==> config.mk <==
export PLATFORM = sky130hd
export DESIGN_NAME = tsa_top
export DESIGN_NICKNAME = d
export VERILOG_FILES = /design/src/hdl/tsa_pkg.sv /design/src/hdl/tsa_top.sv
export VERILOG_INCLUDE_DIRS = /design/src /design/src/hdl
export SDC_FILE = /design/constraint.sdc
export NUM_CORES = 1
export LEC_CHECK = 0
export ABC_AREA = 1
export BUFFER_PORTS_ARGS = -buffer_cell sky130_fd_sc_hd__buf_2
export CAP_MARGIN = 30
export CORE_UTILIZATION = 59
export CTS_CLUSTER_DIAMETER = 60
export DETAILED_ROUTE_END_ITERATION = 16
export PLACE_DENSITY = 0.88
export SLEW_MARGIN = 10
export SYNTH_ARGS = -nofsm -noshare
export SYNTH_HDL_FRONTEND = slang
export SYNTH_SLANG_ARGS = --single-unit
==> constraint.sdc <==
create_clock -name mclk -period 3.8 [get_ports mclk]
set_input_delay 0.38 -clock mclk [delete_from_list [all_inputs] [get_ports mclk]]
set_output_delay 0.38 -clock mclk [all_outputs]
set_load 0.03 [all_outputs]
==> src/hdl/tsa_consts.svh <==
// Purpose: shared constants of the temperature sensor alarm block
// Assumes: included by bare name, definitions only
// Notes:   times are kept in their own unit and turned into cycles here
`ifndef TSA_CONSTS_SVH
`define TSA_CONSTS_SVH

// clock and timing
`define TSA_CLK_PERIOD_NS   8
`define TSA_CLK_KHZ         125000
`define TSA_CONV_TIME_MS    130
`define TSA_CONV_CYC        (`TSA_CONV_TIME_MS * `TSA_CLK_KHZ)
`define TSA_SPIKE_NS        50
`define TSA_SPIKE_CYC       ((`TSA_SPIKE_NS + `TSA_CLK_PERIOD_NS - 1) / `TSA_CLK_PERIOD_NS)

// reset values
`define TSA_TEMP_RESET      16'h8000
`define TSA_HIGH_LIMIT_THRESHOLD_RESET     16'h5000
`define TSA_LOW_LIMIT_THRESHOLD_RESET      16'h4B00
`define TSA_CFG_RESET       8'h00
`define TSA_CFG_WMASK       8'h1F

// configuration fields
`define TSA_CFG_SHDN        0
`define TSA_CFG_INTM        1
`define TSA_CFG_POL         2
`define TSA_CFG_FQ_LO       3
`define TSA_CFG_FQ_HI       4

// pointer selections
`define TSA_PTR_TEMP        2'h0
`define TSA_PTR_CFG         2'h1
`define TSA_PTR_LOW_LIMIT_THRESHOLD        2'h2
`define TSA_PTR_HIGH_LIMIT_THRESHOLD       2'h3

// upper five bits of the seven-bit serial address
`define TSA_I2C_BASE        5'h12

// software register map, byte addresses
`define TSA_AXI_IRQ_STATUS  8'h00
`define TSA_AXI_IRQ_MASK    8'h04
`define TSA_AXI_STATE       8'h08
`define TSA_IRQ_CONV        0
`define TSA_IRQ_ALARM       1
`define TSA_IRQ_WRITE       2
`define TSA_AXI_OKAY        2'h0
`define TSA_AXI_DECERR      2'h3

`endif

==> src/hdl/tsa_pkg.sv <==
// Purpose: types of the temperature sensor alarm block
// Assumes: used by scoped name only
// Notes:   serial slave states follow a gray path
package tsa_pkg;
  typedef enum logic [2:0] {
    TSA_S_IDLE = 3'h0,
    TSA_S_ADDR = 3'h1,
    TSA_S_AACK = 3'h3,
    TSA_S_RX   = 3'h2,
    TSA_S_RACK = 3'h6,
    TSA_S_TX   = 3'h7,
    TSA_S_TACK = 3'h5,
    TSA_S_WAIT = 3'h4
  } tsa_i2c_state_e;
endpackage : tsa_pkg

==> src/hdl/tsa_top.sv <==
// Purpose: digital side of a temperature sensor with serial slave and alarm
// Assumes: adc_code is the converter output on mclk; serial pins are asynchronous
// Notes:   software sees irq status, mask and a state word over AXI4-Lite
//
// Implementation choices: the register offsets and the AXI4-Lite interface to the registers.
`timescale 1ns/1ps
`include "tsa_consts.svh"

module tsa_top #(
  parameter int          CONV_CYC = `TSA_CONV_CYC,
  parameter int          RES_BITS = 12,
  parameter int unsigned AW       = 8
) (
  input  wire logic          mclk,
  input  wire logic          rst_n,
  input  wire logic          scl_in,
  input  wire logic          sda_in,
  output wire logic          sda_out,
  output wire logic          sda_oe,
  input  wire logic          add_in,
  input  wire logic [15:0]   adc_code,
  output wire logic          overtemp_alarm_out,
  output wire logic          irq,
  input  wire logic [AW-1:0] s_axi_awaddr,
  input  wire logic          s_axi_awvalid,
  output wire logic          s_axi_awready,
  input  wire logic [31:0]   s_axi_wdata,
  input  wire logic [3:0]    s_axi_wstrb,
  input  wire logic          s_axi_wvalid,
  output wire logic          s_axi_wready,
  output wire logic [1:0]    s_axi_bresp,
  output wire logic          s_axi_bvalid,
  input  wire logic          s_axi_bready,
  input  wire logic [AW-1:0] s_axi_araddr,
  input  wire logic          s_axi_arvalid,
  output wire logic          s_axi_arready,
  output wire logic [31:0]   s_axi_rdata,
  output wire logic [1:0]    s_axi_rresp,
  output wire logic          s_axi_rvalid,
  input  wire logic          s_axi_rready
);

  localparam logic [15:0] RES_MASK = 16'(16'hFFFF << (16 - RES_BITS));
  localparam logic [31:0] CONV_LAST = 32'(CONV_CYC - 1);
  localparam logic [2:0]  SPK_LAST = 3'(`TSA_SPIKE_CYC - 1);

  wire  logic [2:0] pin_raw;
  logic [2:0]       pin_f;
  assign pin_raw = {add_in, sda_in, scl_in};

  // two-stage sync then a stability filter per pin, glitches never reach the fsm
  for (genvar i = 0; i < 3; i++)
  begin : g_pin
    logic       s1_r, s2_r, f_r, f_nxt;
    logic [2:0] c_r, c_nxt;
    always_comb
    begin
      f_nxt = f_r;
      c_nxt = 3'h0;
      if (s2_r != f_r)
      begin
        c_nxt = c_r + 3'h1;
        if (c_r == SPK_LAST)
        begin
          f_nxt = s2_r;
          c_nxt = 3'h0;
        end
      end
    end
    always_ff @(posedge mclk or negedge rst_n)
    begin
      if (!rst_n)
      begin
        s1_r <= 1'b1;
        s2_r <= 1'b1;
        f_r  <= 1'b1;
        c_r  <= 3'h0;
      end
      else
      begin
        s1_r <= pin_raw[i];
        s2_r <= s1_r;
        f_r  <= f_nxt;
        c_r  <= c_nxt;
      end
    end
    assign pin_f[i] = f_r;
  end

  wire logic scl_f = pin_f[0];
  wire logic sda_f = pin_f[1];
  wire logic add_f = pin_f[2];

  tsa_pkg::tsa_i2c_state_e st_r, st_nxt;
  logic        scl_d_r, scl_d_nxt, sda_d_r, sda_d_nxt;
  logic [3:0]  bit_r, bit_nxt;
  logic [7:0]  sh_r, sh_nxt, msb_r, msb_nxt, txsh_r, txsh_nxt, cfg_r, cfg_nxt;
  logic        rw_r, rw_nxt, txb_r, txb_nxt, nack_r, nack_nxt, hold_r, hold_nxt;
  logic [1:0]  byte_r, byte_nxt, ptr_r, ptr_nxt, sel;
  logic [15:0] txw_r, txw_nxt, high_limit_threshold_r, high_limit_threshold_nxt, low_limit_threshold_r, low_limit_threshold_nxt;
  logic [15:0] temp_r, temp_nxt, rd_word;
  logic [31:0] conv_r, conv_nxt;
  logic        alarm_r, alarm_nxt, hi_r, hi_nxt, lo_r, lo_nxt, dsda_r, dsda_nxt;
  logic [2:0]  fault_r, fault_nxt, depth, ev;
  logic        scl_rise, scl_fall, start, stop, rd_evt, wr_evt, conv_done, cond;

  // address pin: tracks sda or scl, stuck high or stuck low, sampled inside transfers from the first start on
  always_comb
  begin
    if (!hi_r)
      sel = 2'h0;
    else if (!lo_r)
      sel = 2'h1;
    else if (!dsda_r)
      sel = 2'h2;
    else
      sel = 2'h3;
  end

  // word offered on the pins is taken from the pointer at address time
  always_comb
  begin
    case (ptr_r)
      `TSA_PTR_TEMP:  rd_word = temp_r;
      `TSA_PTR_CFG:   rd_word = {cfg_r, cfg_r};
      `TSA_PTR_LOW_LIMIT_THRESHOLD:  rd_word = low_limit_threshold_r;
      default:        rd_word = high_limit_threshold_r;
    endcase
  end

  always_comb
  begin
    case (cfg_r[`TSA_CFG_FQ_HI:`TSA_CFG_FQ_LO])
      2'h0:    depth = 3'h1;
      2'h1:    depth = 3'h2;
      2'h2:    depth = 3'h4;
      default: depth = 3'h6;
    endcase
  end

  assign scl_rise = scl_f & ~scl_d_r;
  assign scl_fall = ~scl_f & scl_d_r;
  assign start    = scl_f & scl_d_r & sda_d_r & ~sda_f;
  assign stop     = scl_f & scl_d_r & ~sda_d_r & sda_f;

  // serial slave, conversion timer and alarm share one next-state process
  always_comb
  begin
    st_nxt = st_r;     bit_nxt = bit_r;     sh_nxt = sh_r;     rw_nxt = rw_r;
    byte_nxt = byte_r; ptr_nxt = ptr_r;     msb_nxt = msb_r;   txw_nxt = txw_r;
    txsh_nxt = txsh_r; txb_nxt = txb_r;     nack_nxt = nack_r; cfg_nxt = cfg_r;
    high_limit_threshold_nxt = high_limit_threshold_r; low_limit_threshold_nxt = low_limit_threshold_r; hold_nxt = hold_r;
    scl_d_nxt = scl_f; sda_d_nxt = sda_f;
    hi_nxt = hi_r;
    lo_nxt = lo_r;
    dsda_nxt = dsda_r;
    // strap watched only inside a transfer: the filters reset high and would fake a level
    if (st_r != tsa_pkg::TSA_S_IDLE)
    begin
      hi_nxt = hi_r | add_f;
      lo_nxt = lo_r | ~add_f;
      dsda_nxt = dsda_r | (add_f ^ sda_f);
    end
    rd_evt = 1'b0;
    wr_evt = 1'b0;
    if (stop)
    begin
      st_nxt = tsa_pkg::TSA_S_IDLE;
      hold_nxt = 1'b0;
    end
    else if (start)
    begin
      st_nxt = tsa_pkg::TSA_S_ADDR;
      bit_nxt = 4'h0;
      byte_nxt = 2'h0;
    end
    else if (scl_rise)
    begin
      if (st_r == tsa_pkg::TSA_S_ADDR || st_r == tsa_pkg::TSA_S_RX)
      begin
        sh_nxt = {sh_r[6:0], sda_f};
        bit_nxt = bit_r + 4'h1;
      end
      else if (st_r == tsa_pkg::TSA_S_TACK)
        nack_nxt = sda_f;
    end
    else if (scl_fall)
    begin
      case (st_r)
        tsa_pkg::TSA_S_ADDR:
          if (bit_r == 4'h8)
          begin
            if (sh_r[7:1] == {`TSA_I2C_BASE, sel})
            begin
              st_nxt = tsa_pkg::TSA_S_AACK;
              rw_nxt = sh_r[0];
              rd_evt = sh_r[0];
              txw_nxt = rd_word;
              if (sh_r[0] && ptr_r == `TSA_PTR_TEMP)
                hold_nxt = 1'b1;
            end
            else
              st_nxt = tsa_pkg::TSA_S_WAIT;
          end
        tsa_pkg::TSA_S_RX:
          if (bit_r == 4'h8)
          begin
            st_nxt = tsa_pkg::TSA_S_RACK;
            if (byte_r != 2'h3)
              byte_nxt = byte_r + 2'h1;
            if (byte_r == 2'h0)
              ptr_nxt = sh_r[1:0];
            else if (byte_r == 2'h1)
            begin
              msb_nxt = sh_r;
              if (ptr_r == `TSA_PTR_CFG)
              begin
                cfg_nxt = sh_r & `TSA_CFG_WMASK;
                wr_evt = 1'b1;
              end
            end
            else if (byte_r == 2'h2 && ptr_r[1])
            begin
              wr_evt = 1'b1;
              if (ptr_r == `TSA_PTR_LOW_LIMIT_THRESHOLD)
                low_limit_threshold_nxt = {msb_r, sh_r[7], 7'h00};
              else
                high_limit_threshold_nxt = {msb_r, sh_r[7], 7'h00};
            end
          end
        tsa_pkg::TSA_S_AACK:
        begin
          bit_nxt = 4'h0;
          st_nxt = rw_r ? tsa_pkg::TSA_S_TX : tsa_pkg::TSA_S_RX;
          txsh_nxt = txw_r[15:8];
          txb_nxt = 1'b1;
        end
        tsa_pkg::TSA_S_RACK:
        begin
          bit_nxt = 4'h0;
          st_nxt = tsa_pkg::TSA_S_RX;
        end
        tsa_pkg::TSA_S_TX:
          if (bit_r == 4'h7)
            st_nxt = tsa_pkg::TSA_S_TACK;
          else
          begin
            txsh_nxt = {txsh_r[6:0], 1'b0};
            bit_nxt = bit_r + 4'h1;
          end
        tsa_pkg::TSA_S_TACK:
          if (nack_r)
            st_nxt = tsa_pkg::TSA_S_WAIT; // master ends the read
          else
          begin
            st_nxt = tsa_pkg::TSA_S_TX;
            bit_nxt = 4'h0;
            txsh_nxt = txb_r ? txw_r[7:0] : txw_r[15:8];
            txb_nxt = ~txb_r;
          end
        default: st_nxt = st_r;
      endcase
    end

    // free running conversion; shutdown and a temperature read restart the interval
    conv_done = 1'b0;
    temp_nxt = temp_r;
    conv_nxt = conv_r + 32'h1;
    if (cfg_r[`TSA_CFG_SHDN])
    begin
      conv_nxt = 32'h0;
      temp_nxt = `TSA_TEMP_RESET;
    end
    else if (hold_r)
      conv_nxt = 32'h0;
    else if (conv_r == CONV_LAST)
    begin
      conv_nxt = 32'h0;
      conv_done = 1'b1;
      temp_nxt = adc_code & RES_MASK;
    end

    // fault queue; a read clear comes first so a same-cycle trip is kept
    alarm_nxt = alarm_r;
    fault_nxt = fault_r;
    if (rd_evt && cfg_r[`TSA_CFG_INTM])
    begin
      alarm_nxt = 1'b0;
      fault_nxt = 3'h0;
    end
    if (!alarm_nxt)
      cond = $signed(temp_nxt) > $signed(high_limit_threshold_r);
    else if (!cfg_r[`TSA_CFG_INTM])
      cond = $signed(temp_nxt) < $signed(low_limit_threshold_r);
    else
      cond = 1'b0;
    if (conv_done)
    begin
      if (!cond)
        fault_nxt = 3'h0;
      else if (fault_nxt + 3'h1 >= depth)
      begin
        alarm_nxt = ~alarm_nxt;
        fault_nxt = 3'h0;
      end
      else
        fault_nxt = fault_nxt + 3'h1;
    end
  end

  always_ff @(posedge mclk or negedge rst_n)
  begin
    if (!rst_n)
    begin
      st_r <= tsa_pkg::TSA_S_IDLE;
      scl_d_r <= 1'b1;   sda_d_r <= 1'b1;   bit_r <= 4'h0;     sh_r <= 8'h00;
      rw_r <= 1'b0;      byte_r <= 2'h0;    ptr_r <= `TSA_PTR_TEMP;
      msb_r <= 8'h00;    txw_r <= 16'h0000; txsh_r <= 8'h00;   txb_r <= 1'b0;
      nack_r <= 1'b0;    cfg_r <= `TSA_CFG_RESET;
      high_limit_threshold_r <= `TSA_HIGH_LIMIT_THRESHOLD_RESET;
      low_limit_threshold_r <= `TSA_LOW_LIMIT_THRESHOLD_RESET;
      hold_r <= 1'b0;    conv_r <= 32'h0;
      temp_r <= `TSA_TEMP_RESET;
      alarm_r <= 1'b0;   fault_r <= 3'h0;
      hi_r <= 1'b0;      lo_r <= 1'b0;      dsda_r <= 1'b0;
    end
    else
    begin
      st_r <= st_nxt;
      scl_d_r <= scl_d_nxt; sda_d_r <= sda_d_nxt; bit_r <= bit_nxt;  sh_r <= sh_nxt;
      rw_r <= rw_nxt;       byte_r <= byte_nxt;   ptr_r <= ptr_nxt;
      msb_r <= msb_nxt;     txw_r <= txw_nxt;     txsh_r <= txsh_nxt; txb_r <= txb_nxt;
      nack_r <= nack_nxt;   cfg_r <= cfg_nxt;
      high_limit_threshold_r <= high_limit_threshold_nxt;
      low_limit_threshold_r <= low_limit_threshold_nxt;
      hold_r <= hold_nxt;   conv_r <= conv_nxt;
      temp_r <= temp_nxt;
      alarm_r <= alarm_nxt; fault_r <= fault_nxt;
      hi_r <= hi_nxt;       lo_r <= lo_nxt;       dsda_r <= dsda_nxt;
    end
  end

  // open drain: only ever pull low, during acks and zero data bits
  assign sda_out = 1'b0;
  assign sda_oe  = (st_r == tsa_pkg::TSA_S_AACK) || (st_r == tsa_pkg::TSA_S_RACK) ||
                   ((st_r == tsa_pkg::TSA_S_TX) && !txsh_r[7]);
  assign overtemp_alarm_out = alarm_r ~^ cfg_r[`TSA_CFG_POL];

  // software side: sticky events, mask, read-to-clear status
  logic          awh_r, awh_nxt, wh_r, wh_nxt, bv_r, bv_nxt, rv_r, rv_nxt;
  logic [AW-1:0] awa_r, awa_nxt;
  logic [31:0]   wd_r, wd_nxt, rd_r, rd_nxt;
  logic [3:0]    ws_r, ws_nxt;
  logic [1:0]    br_r, br_nxt, rr_r, rr_nxt;
  logic [2:0]    stat_r, stat_nxt, mask_r, mask_nxt, clr;

  assign ev = {wr_evt, alarm_nxt & ~alarm_r, conv_done};

  always_comb
  begin
    awh_nxt = awh_r; awa_nxt = awa_r; wh_nxt = wh_r; wd_nxt = wd_r; ws_nxt = ws_r;
    bv_nxt = bv_r;   br_nxt = br_r;   rv_nxt = rv_r; rd_nxt = rd_r; rr_nxt = rr_r;
    mask_nxt = mask_r;
    clr = 3'h0;
    if (s_axi_awvalid && !awh_r)
    begin
      awh_nxt = 1'b1;
      awa_nxt = s_axi_awaddr;
    end
    if (s_axi_wvalid && !wh_r)
    begin
      wh_nxt = 1'b1;
      wd_nxt = s_axi_wdata;
      ws_nxt = s_axi_wstrb;
    end
    if (bv_r && s_axi_bready)
      bv_nxt = 1'b0;
    else if (awh_r && wh_r && !bv_r)
    begin
      awh_nxt = 1'b0;
      wh_nxt = 1'b0;
      bv_nxt = 1'b1;
      br_nxt = `TSA_AXI_OKAY;
      if (awa_r == `TSA_AXI_IRQ_MASK)
      begin
        if (ws_r[0])
          mask_nxt = wd_r[2:0];
      end
      else if (awa_r != `TSA_AXI_IRQ_STATUS && awa_r != `TSA_AXI_STATE)
        br_nxt = `TSA_AXI_DECERR;
    end
    if (rv_r && s_axi_rready)
      rv_nxt = 1'b0;
    else if (s_axi_arvalid && !rv_r)
    begin
      rv_nxt = 1'b1;
      rr_nxt = `TSA_AXI_OKAY;
      case (s_axi_araddr)
        `TSA_AXI_IRQ_STATUS:
        begin
          rd_nxt = {29'h0, stat_r};
          clr = stat_r;
        end
        `TSA_AXI_IRQ_MASK: rd_nxt = {29'h0, mask_r};
        `TSA_AXI_STATE:    rd_nxt = {11'h000, hold_r, sel, cfg_r[`TSA_CFG_SHDN], alarm_r,
                                     temp_r};
        default:
        begin
          rd_nxt = 32'h0;
          rr_nxt = `TSA_AXI_DECERR;
        end
      endcase
    end
    stat_nxt = (stat_r & ~clr) | ev; // set wins over the read clear
  end

  always_ff @(posedge mclk or negedge rst_n)
  begin
    if (!rst_n)
    begin
      awh_r <= 1'b0;  awa_r <= '0;    wh_r <= 1'b0;  wd_r <= 32'h0; ws_r <= 4'h0;
      bv_r <= 1'b0;   br_r <= 2'h0;   rv_r <= 1'b0;  rd_r <= 32'h0; rr_r <= 2'h0;
      stat_r <= 3'h0; mask_r <= 3'h0;
    end
    else
    begin
      awh_r <= awh_nxt; awa_r <= awa_nxt; wh_r <= wh_nxt; wd_r <= wd_nxt; ws_r <= ws_nxt;
      bv_r <= bv_nxt;   br_r <= br_nxt;   rv_r <= rv_nxt; rd_r <= rd_nxt; rr_r <= rr_nxt;
      stat_r <= stat_nxt; mask_r <= mask_nxt;
    end
  end

  assign s_axi_awready = ~awh_r;
  assign s_axi_wready  = ~wh_r;
  assign s_axi_bvalid  = bv_r;
  assign s_axi_bresp   = br_r;
  assign s_axi_arready = ~rv_r;
  assign s_axi_rvalid  = rv_r;
  assign s_axi_rdata   = rd_r;
  assign s_axi_rresp   = rr_r;
  assign irq           = |(stat_r & mask_r);

endmodule : tsa_top

* Word level (Yosys, flattened, before mapping)
Cells that the tools add are included.
** Storage, ports and cells
- Bits in registers :: 211
- Bits of input ports :: 78
- Logic and storage cells :: 302
- Output and inout port bits :: 45
** Operators by class
- $add $sub $neg :: 7
- Bitwise operators :: 37
- Eq/ne operators :: 39
- Multiplexer cells :: 102
- Reduce and logical (&&, ||, !) cells :: 66
- $lt $le $gt $ge :: 3
** Operators with widths (count)
- $mux W32 :: 3
- $mux W3 :: 22
- $pmux W21 S3 :: 1
- $mux W16 :: 3
- $pmux W16 S3 :: 1
- $mux W1 :: 46
- $add A32 B1 Y32 const B :: 1
- $eq A32 B24 Y1 const B :: 1
- $reduce_and A7 Y1 :: 4
- $mux W2 :: 12
- $mux W4 :: 6
- $mux W8 :: 3
- $pmux W8 S3 :: 1
- $reduce_and A6 Y1 :: 4
- $reduce_bool A2 Y1 :: 12
- $not A1 Y1 :: 20
- $reduce_and A10 Y1 :: 2
- $eq A3 B3 Y1 const B :: 6
- $pmux W3 S6 :: 1
- $eq A8 B3 Y1 const B :: 2
- $gt A16 B16 Y1 :: 1
- $lt A16 B16 Y1 :: 1
- $reduce_bool A8 Y1 :: 2
- $add A3 B1 Y3 const B :: 4
- 42 further kinds :: 95

* Depth between registers and ports, before layout
Gate-level depths: netlist (run 1).
- Depth in word-level cells :: 20
- Gate-level depth with buffers :: 22
- Mapped depth without buffers :: 22

* Worst setup path before layout (run 1)
OpenSTA, ideal clock, no wires.
- Kind :: register to register
- Start point :: register conv_r[0]
- End point :: register alarm_r
- Stages on the path, launching flop included :: 22
- Buffers on the path :: 1
- Data required time :: 3.684 ns
- Setup time :: 0.116 ns
- Period minus slack after synthesis :: 2.862 ns
- Arrival :: 2.746 ns
- Setup slack :: 0.938 ns
- Path through :: dfrtp_1 > ha_1 > nand2_1 > nor2_2 > nand3_1 > nor2_4 > nand3_4 > nand2_4 > clkbuf_1 > o21ai_0 > ha_1 > nand2_1 > nor2_1 > nand2_1 > o211ai_1 > xor2_1 > a21oi_1 > nand2_1 > nand2_2 > nand2_1 > nand2_1 > nand2_1
** On the way
- Longest elaborated chain between the ends :: 9
- Elaborated cells on any way between the ends :: 13
- Classes of those cells :: order compare (2); eq/ne (1); mux (10)
** Ends and longest elaborated chain
- start, declared :: RTL line tsa_top.sv:102 : logic [31:0] conv_r, conv_nxt;
- start signal, assigned :: RTL line tsa_top.sv:336 : hold_r <= hold_nxt; conv_r <= conv_nxt;
- $eq A32 B24 Y1 * :: RTL line tsa_top.sv:276 : else if (conv_r == CONV_LAST)
- $mux W16 * :: RTL line tsa_top.sv:276
- $mux W16 * :: RTL line tsa_top.sv:274 : else if (hold_r)
- $mux W16 * :: RTL line tsa_top.sv:269 : if (cfg_r[`TSA_CFG_SHDN])
- via temp_nxt[14] :: RTL line tsa_top.sv:101 : logic [15:0] temp_r, temp_nxt, rd_word;
- $lt A16 B16 Y1 :: RTL line tsa_top.sv:294 : cond = $signed(temp_nxt) < $signed(low_limit_threshold_r);
- $mux W1 :: RTL line tsa_top.sv:293 : else if (!cfg_r[`TSA_CFG_INTM])
- $mux W1 * :: RTL line tsa_top.sv:291 : if (!alarm_nxt)
- $mux W1 * :: RTL line tsa_top.sv:299 : if (!cond)
- $mux W1 * :: RTL line tsa_top.sv:297 : if (conv_done)
- via alarm_nxt :: RTL line tsa_top.sv:103 : logic alarm_r, alarm_nxt, hi_r, hi_nxt, lo_r, lo_nxt, dsda_r, dsda_nxt;
- end signal, assigned :: RTL line tsa_top.sv:338 : alarm_r <= alarm_nxt; fault_r <= fault_nxt;
- end, declared :: RTL line tsa_top.sv:103
The timed path passes the listed nets; every way through them passes the cells marked *.
A chain may end at the register's enable or synchronous reset.

* Final worst setup path (run 1)
- Start point :: register conv_r[0]
- End point :: register stat_r[1]
** On the way
- Longest elaborated chain between the ends :: 11
- Elaborated cells on any way between the ends :: 15
- Classes of those cells :: order compare (2); eq/ne (1); mux (10); bitwise (2)
** Ends and longest elaborated chain
- $eq A32 B24 Y1 * :: RTL line tsa_top.sv:276
- $mux W16 * :: RTL line tsa_top.sv:276
- $mux W16 * :: RTL line tsa_top.sv:274
- $mux W16 * :: RTL line tsa_top.sv:269
- via temp_nxt[15] :: RTL line tsa_top.sv:101
- $lt A16 B16 Y1 :: RTL line tsa_top.sv:294
- $mux W1 :: RTL line tsa_top.sv:293
- $mux W1 * :: RTL line tsa_top.sv:291
- $mux W1 * :: RTL line tsa_top.sv:299
- $mux W1 * :: RTL line tsa_top.sv:297
- $and A1 B1 Y1 * :: RTL line tsa_top.sv:357 : assign ev = {wr_evt, alarm_nxt & ~alarm_r, conv_done};
- $or A3 B3 Y3 * :: RTL line tsa_top.sv:414 : stat_nxt = (stat_r & ~clr) | ev;
- via stat_nxt[1] :: RTL line tsa_top.sv:355 : logic [2:0] stat_r, stat_nxt, mask_r, mask_nxt, clr;
- end signal, assigned :: RTL line tsa_top.sv:429 : stat_r <= stat_nxt; mask_r <= mask_nxt;
- end, declared :: RTL line tsa_top.sv:355
Marked as above.

==> summary.txt, run 1 <==
Clocking
  • CTS root buf: clkbuf_16
  • CTS tree: built
  • CTS H-tree depth: 4
  • Clk buf depth: 2
  • Number of CTS-inserted buffers: 17
  • CTS Hold Bufs: 0
  • Worst-Skew Late Latency: 0.43 ns
  • Post-CTS Setup Inserts: 0
  • CTS sink cnt: 198
  • PostCTS Resize Cnt: 0
  • Worst-path clk slew: 0.07 ns

Worst setup path
  • Max incr delay on CP: 0.39 ns
  • CP Depth: 21
  • Worst Path Arrival: 3.77 ns
  • Crit path capture type: flop
  • Slowest CP cell: dfrtp_1
  • R2R setup slack: 0.35 ns
  • Critical Path Source Type: flop
  • Maximum fanout along the worst path: 8
  • Critical path class: flop to flop
  • WP buf/inv: 1
  • Crit-path leading delay family: simple AND/OR/NAND/NOR gates
  • Reg-to-reg startpoint: conv_r[0]
  • RR Endpoint: stat_r[1]
  • CP cell instances: ha_1 -> nand2_1 -> nor2_2 -> nand3_1 -> nor2_4 -> nand3_4 -> nor2_4 -> inv_1 -> nor2_1 -> a21oi_1 -> ha_1 -> nand2_1 -> nor2_1 -> nand2_1 -> o211ai_1 -> xor2_1 -> a21oi_1 -> nand2_1 -> nand2_2 -> nand3_1 -> nand2_1
  • Data required time of the worst path: 4.12 ns
  • Most frequent CP cell: nand2_1
  • R2R depth: 21

STA
  • Final Max Tran Viols: 0
  • Tmin final: 3.455 ns
  • Headroom to the max-slew limit: 39.61%
  • Clock Skew: 0.007321 ns
  • Final Worst Setup Slack: 0.3453 ns
  • Final setup fails: 0
  • Max Clk Rate: 0.2895 GHz
  • Worst slew pin tran: 0.9033 ns
  • Setup TNS: 0 ns
  • Endpoints failing hold: 0
  • Period utilization: 90.91%
  • RSZ-0062 raised after global routing: no

Power and ir drop
  • Pwr Density: 437.2 nW/um^2
  • VDD IR max: 0.3767 mV
  • LEAKAGE: 5.146 nW
  • P_int: 3.521 mW
  • Switching part of the total: 27.34%
  • Flop pwr share: 50.5%
  • P_sw: 1.325 mW
  • Clk pwr share: 35.4%
  • Combinational cell fraction of total power: 14.1%

Placed design
  • Placement Setup Slack: 0.4401 ns
  • Port bufs: 74
  • Placer Congestion: 0.9822
  • Final HPWL from detailed placement: 16250 um

Route
  • Final ANT Viol Nets: 0
  • First DRT Iteration DRCs: 739
  • DR WL/cell: 15.30 um
  • DRC: 0
  • Detailed-route via count: 8321
  • First drt pass iteration count: 6
  • Vias per cell: 5.649
  • Total Routed Length: 22540 um

Global routing
  • Remaining Overflow, GRT: 0
  • First-pass GRT wire length: 38010 um
  • Pin count of the biggest net entering global routing: 111
  • Vias in the first global route: 8011
  • Antenna violations before repair: 0
  • Total GRT Usage: 27.20%

Final layout
  • Antenna cell count: 0
  • Final core occ: 67.07%
  • Syn-to-layout area delta: 11.37%
  • Layout cell share with drive strength beyond 1: 14.37%
  • Nets: 1350

Outcome
  • Outcome: finished clean

Yosys
  • Commonest cells post-synth: nand2_1 (240), dfrtp_1 (180), inv_1 (160)
  • Synth Register Bits: 198
  • Leading register cell type out of synthesis: dfrtp_1
  • Post-synth EDFFs: 0
  • Synthesized area per cell: 8.550 um^2
  • Most frequent cell after synthesis: nand2_1
  • Sequential area share after synthesis: 50.01%
  • Post-Syn Area: 9952 um^2
  • Total number of yosys warnings: 0
  • Leading area contributor after synthesis: dfrtp_1
  • Area share of the largest cell type after synthesis: 45.26%
  • Ys async rst share: 100.0%
  • Top cells by area, synth: dfrtp_1 (45%), nand2_1 (9.1%), inv_1 (6.0%)
  • Library cells used by synthesis: 54
  • Synthesized netlist cell count: 1164

Run
  • Max-cap viol count: 0

Floorplan
  • Die footprint: 17390 um^2
  • Die H: 131.9 um
  • Core Area: 16520 um^2
  • Initial Utilization: 60.23%
  • Ports: 123
  • DIE WIDTH: 131.9 um
  • Rows: 47

Min path
  • Min-delay worst type: primary input to flop
  • Hold EP: g_pin[0].s1_r
  • WHS Path Cells: 1
  • HP Start: scl_in
[power groups by stage]
stage               Sequential, mW  Clock [mW]  Combinational [mW]
floorplan                     2.47           0               0.474
global placement              2.47           0               0.649
detailed placement            2.48           0               0.679
CTS                           2.45        1.74               0.686
global route                  2.47        1.83               0.762
finish                        2.45        1.72               0.682
[registers in the layout, indices dropped and copies added (netlist names), 4 cells and up]
| register | flops |
|---|---|
| bit_r | 4 |
| txw_r | 16 |
| msb_r | 8 |
| high_limit_threshold_r | 9 |
| conv_r | 32 |
| g_pin.c_r | 9 |
| txsh_r | 8 |
| cfg_r | 5 |
| sh_r | 8 |
| awa_r | 8 |
| low_limit_threshold_r | 9 |
| temp_r | 16 |
| s_axi_rdata | 21 |
[routing by layer]
metal | part of all wire, % | wire [um] | global-route usage, % | up-vias
met5 | 0 | 0 | 0 | -
met4 | 2.2 | 491 | 9.044 | 0
met3 | 6.5 | 1464 | 4.344 | 48
met2 | 48 | 10830 | 44.62 | 338
met1 | 43 | 9757 | 37.07 | 3974
li1 | - | - | - | 3961
[cell usage in the layout, fill, tap and decap left out, drive strengths merged, types with 12 or more instances in the layout]
| master | n |
|---|---|
| nand2 | 250 |
| a21oi | 54 |
| clkbuf | 24 |
| o21ai | 113 |
| dfrtp | 180 |
| ha | 32 |
| nand3 | 44 |
| o31ai | 22 |
| dfstp | 18 |
| nor2 | 119 |
| nor3 | 31 |
| conb | 12 |
| inv | 167 |
| buf | 80 |
[layout make-up]
class                      instances  area (um^2)
fill                            1244         5441
sequential                       198         4977
multi-input combinational        774         4199
inverter                         168        630.6
clock buffer                      23        447.9
timing repair buffer              81        444.2
tap                              220        275.3
clock inverter                     9        108.9
[metrics by stage]
| stage | cell area, um^2 | hold slack, ns | power (mW) | cells |
|---|---|---|---|---|
| 2_1_floorplan | 9993 | 0.08441 | 2.947 | 1175 |
| 6_report | 11080 | 0.05152 | 4.845 | 1473 |
| 5_1_grt | 11080 | 0.03432 | 5.061 | 1473 |
| 3_5_place_dp | 10520 | 0.3490 | 3.162 | 1440 |
| 3_3_place_gp | 10520 | 0.3457 | 3.122 | 1440 |
| 4_1_cts | 11080 | 0.04258 | 4.867 | 1472 |
[worst max-delay path by stage]
| stage | startpoint | endpoint | slack, ns |
|---|---|---|---|
| floorplan | conv_r[0] | alarm_r | 0.94 |
| global placement | conv_r[0] | stat_r[1] | 0.57 |
| detailed placement | conv_r[0] | stat_r[1] | 0.44 |
| CTS | conv_r[0] | stat_r[1] | 0.35 |
| global route | conv_r[0] | stat_r[1] | 0.1 |
| finish | conv_r[0] | stat_r[1] | 0.35 |
[worst reg2reg max path: stages (launching register included)]
cell	delay [ns]
dfrtp_1	0.39
ha_1	0.21
nand2_1	0.08
nor2_2	0.17
nand3_1	0.14
nor2_4	0.13
nand3_4	0.13
nor2_4	0.20
inv_1	0.19
nor2_1	0.14
a21oi_1	0.10
ha_1	0.39
nand2_1	0.11
nor2_1	0.14
nand2_1	0.06
o211ai_1	0.18
xor2_1	0.19
a21oi_1	0.06
nand2_1	0.08
nand2_2	0.09
nand3_1	0.11
nand2_1	0.06
[kinds of logic after synthesis]
family / synth area share [%]
AND/OR/NAND/NOR: 21.27
other: 0.03768
AO/OA/AOI/OAI: 13.45
XOR/XNOR: 1.056
flip-flops: 50.01
buffers and inverters: 8.210
adder cells (fa/ha/maj): 4.023
multiplexers: 1.936
No activity file was read; power rests on OpenSTA's default activity.
==> inputs of run 2 (changes only) <==
--- a/config.mk
+++ b/config.mk
@@ -9,10 +9,10 @@
 export ABC_AREA = 1
 export BUFFER_PORTS_ARGS = -buffer_cell sky130_fd_sc_hd__buf_2
 export CAP_MARGIN = 30
-export CORE_UTILIZATION = 59
-export CTS_CLUSTER_DIAMETER = 60
+export CORE_UTILIZATION = 61
+export CTS_CLUSTER_DIAMETER = 120
 export DETAILED_ROUTE_END_ITERATION = 16
-export PLACE_DENSITY = 0.88
+export PLACE_DENSITY = 0.9
 export SLEW_MARGIN = 10
 export SYNTH_ARGS = -nofsm -noshare
 export SYNTH_HDL_FRONTEND = slang
==> constraint.sdc (replaced) <==
create_clock -name mclk -period 4.4 [get_ports mclk]
set_input_delay 0.44 -clock mclk [delete_from_list [all_inputs] [get_ports mclk]]
set_output_delay 0.44 -clock mclk [all_outputs]
set_load 0.03 [all_outputs]
==> run 2 against run 1 <==
Net effect: sequential cell count unchanged; final area is essentially flat; sequential share of layout area about the same; global-route usage grew 2.5 points; sequential power shrank 13%; total power is 13% lower; clock-buffer cell count is 4 lower; register-to-register slack better by 0.55 ns; largest cell class unchanged.
==> summary.txt, run 2 (synthesis gave the netlist of run 1 again) <==
Placed design
  • Placed cells: 1433 (was 1440)
  • Final HPWL from detailed placement: 16680 um (was 16250 um)
  • Port bufs: 74 (unchanged)
  • Placer Congestion: 0.8945 (was 0.9822)

Min path
  • HP Start: scl_in (unchanged)
  • Hold EP: g_pin[0].s1_r (unchanged)
  • WHS Path Cells: 1 (unchanged)
  • Min-delay worst type: primary input to flop (unchanged)

Final layout
  • Antenna cell count: 0 (unchanged)
  • Most common cell after layout, fill and taps aside: nand2_1 (unchanged)
  • Syn-to-layout area delta: 11.45% (was 11.37%)
  • Fillers: 1184 (was 1244)
  • Post-route insts no fill: 1468 (was 1473)
  • Nets: 1349 (was 1350)
  • Most frequent cells in the layout: nand2_1 (240), dfrtp_1 (180), inv_1 (160) (unchanged)
  • Reg with most FFs: conv_r (unchanged)
  • Largest register FFs: 32 (unchanged)
  • Layout cell share with drive strength beyond 1: 14.62% (was 14.37%)

Clocking
  • CTS root buf: clkbuf_16 (unchanged)
  • Post-CTS Setup Inserts: 0 (unchanged)
  • Worst-Skew Late Latency: 0.44 ns (was 0.43 ns)
  • Clk buf depth: 2 (unchanged)
  • CTS Hold Bufs: 0 (unchanged)
  • Worst-path clk slew: 0.07 ns (about the same)
  • CTS sink cnt: 198 (unchanged)
  • Number of CTS-inserted buffers: 17 (unchanged)
  • PostCTS Resize Cnt: 0 (unchanged)
  • CTS tree: built (unchanged)
  • CTS H-tree depth: 4 (unchanged)

Worst setup path
  • Most frequent CP cell: inv_1 (was nand2_1)
  • Maximum fanout along the worst path: 19 (was 8)
  • Slowest CP cell: dfrtp_1 (unchanged)
  • Max incr delay on CP: 0.40 ns (was 0.39 ns)
  • RR Endpoint: fault_r[2] (was stat_r[1])
  • Reg-to-reg startpoint: bit_r[0] (was conv_r[0])
  • Critical path class: flop to flop (unchanged)
  • Critical Path Source Type: flop (unchanged)
  • Data required time of the worst path: 4.77 ns (was 4.12 ns)
  • Worst Path Arrival: 3.87 ns (was 3.77 ns)
  • R2R depth: 18 (was 21)
  • CP cell instances: inv_1 -> ha_1 -> nand3_1 -> nor2_1 -> inv_1 -> nor2_8 -> nand3_4 -> inv_1 -> nor2_1 -> ha_1 -> ha_1 -> a21oi_1 -> inv_1 -> a21oi_1 -> inv_1 -> nor2_1 -> nand3_1 -> nand2_1 (was ha_1 -> nand2_1 -> nor2_2 -> nand3_1 -> nor2_4 -> nand3_4 -> nor2_4 -> inv_1 -> nor2_1 -> a21oi_1 -> ha_1 -> nand2_1 -> nor2_1 -> nand2_1 -> o211ai_1 -> xor2_1 -> a21oi_1 -> nand2_1 -> nand2_2 -> nand3_1 -> nand2_1)
  • Crit path capture type: flop (unchanged)
  • R2R setup slack: 0.90 ns (was 0.35 ns)

Global routing
  • GR Layer Usage met3: 5.166% (was 4.344%)
  • Antenna violations before repair: 0 (unchanged)
  • Vias in the first global route: 7979 (was 8011)
  • GRT busiest layer: met2 (unchanged)
  • M1 GR Usage: 39.36% (was 37.07%)
  • Met2 Usage GRT: 48.63% (was 44.62%)
  • First-pass GRT wire length: 38450 um (was 38010 um)
  • Remaining Overflow, GRT: 0 (unchanged)
  • Total GRT Usage: 29.75% (was 27.20%)
  • Pin count of the biggest net entering global routing: 130 (was 111)

Route
  • First drt pass iteration count: 6 (unchanged)
  • Vias per cell: 5.698 (was 5.649)
  • Final ANT Viol Nets: 0 (unchanged)
  • Total Routed Length: 23420 um (was 22540 um)
  • DRC: 0 (unchanged)
  • First DRT Iteration DRCs: 795 (was 739)
  • DR WL/cell: 15.96 um (was 15.30 um)
  • Detailed-route via count: 8365 (was 8321)

Floorplan
  • Initial Utilization: 62.65% (was 60.23%)
  • Core Area: 15890 um^2 (was 16520 um^2)
  • Rows: 46 (was 47)
  • Die H: 129.7 um (was 131.9 um)
  • DIE WIDTH: 129.7 um (was 131.9 um)
  • Ports: 123 (unchanged)
  • Die footprint: 16830 um^2 (was 17390 um^2)

STA
  • Max Clk Rate: 0.2854 GHz (was 0.2895 GHz)
  • Hold slack: 0.1001 ns (was 0.05152 ns)
  • Final Max Tran Viols: 0 (unchanged)
  • Setup TNS: 0 ns (unchanged)
  • Worst slew pin tran: 0.8540 ns (was 0.9033 ns)
  • RSZ-0062 raised after global routing: no (unchanged)
  • Period utilization: 79.64% (was 90.91%)
  • Final setup fails: 0 (unchanged)
  • Endpoints failing hold: 0 (unchanged)
  • Clock Skew: 0.009149 ns (was 0.007321 ns)
  • Tmin final: 3.504 ns (was 3.455 ns)
  • Headroom to the max-slew limit: 42.91% (was 39.61%)

Run
  • Max-cap viol count: 0 (unchanged)

Outcome
  • Outcome: finished clean (unchanged)

Power and ir drop
  • LEAKAGE: 5.153 nW (was 5.146 nW)
  • VDD IR max: 0.2923 mV (was 0.3767 mV)
  • Pwr Density: 380.5 nW/um^2 (was 437.2 nW/um^2)
==> run 2: layer usage <==
metal	up-vias	wire, um
met3	56	1409
met5	-	0
met1	4056	10100
met2	316	11260
li1	3937	-
met4	0	655
==> run 2: worst max-delay path by stage <==
stage              start    endpoint  slack (ns)  depth (start not counted)
4_1_cts        conv_r[0]   stat_r[1]        1.01                         21
6_report        bit_r[0]  fault_r[2]        0.90                         18
3_5_place_dp   conv_r[0]   stat_r[1]        1.07                         21
3_3_place_gp   conv_r[0]   stat_r[1]        1.15                         21
5_1_grt         bit_r[0]  fault_r[2]        0.72                         18
2_1_floorplan  conv_r[0]     alarm_r        1.54                         21
==> run 2: per-stage QoR <==
stage                     worst slack (ns)  util [%]  total power [mW]  cell area (um^2)
after global routing                0.7192     69.83             4.401             11090
final                               0.8959     69.83             4.221             11090
after CTS                            1.007     69.54             4.225             11050
after floorplan                      1.538         -             2.545              9993
after detailed placement             1.065     65.97             2.736             10480
after global placement               1.153     65.97             2.695             10480
==> run 2: final cells by class <==
class,instances,area (um^2),area share [%]
Clock inverter,13,125.1,1.128
Sequential cell,198,4977,44.87
Multi-Input combinational cell,774,4199,37.86
Clock buffer,19,442.9,3.993
Inverter,168,630.6,5.685
Timing Repair Buffer,80,446.7,4.027
Tap cell,216,270.3,2.437
==> run 2: worst max-delay path, delay by kind of cell (launching register included) <==
family	cells	cell delay [ns]
compound gates	2	0.43
simple gates	8	1.33
flops	1	0.40
fa+ha+maj	3	0.78
buf+inv	5	0.49
==> run 2: power by group <==
part	internal (mW)	switching, mW
logic	0.209	0.386
clock network	0.802	0.706
registers	1.99	0.122
total	3.01	1.21
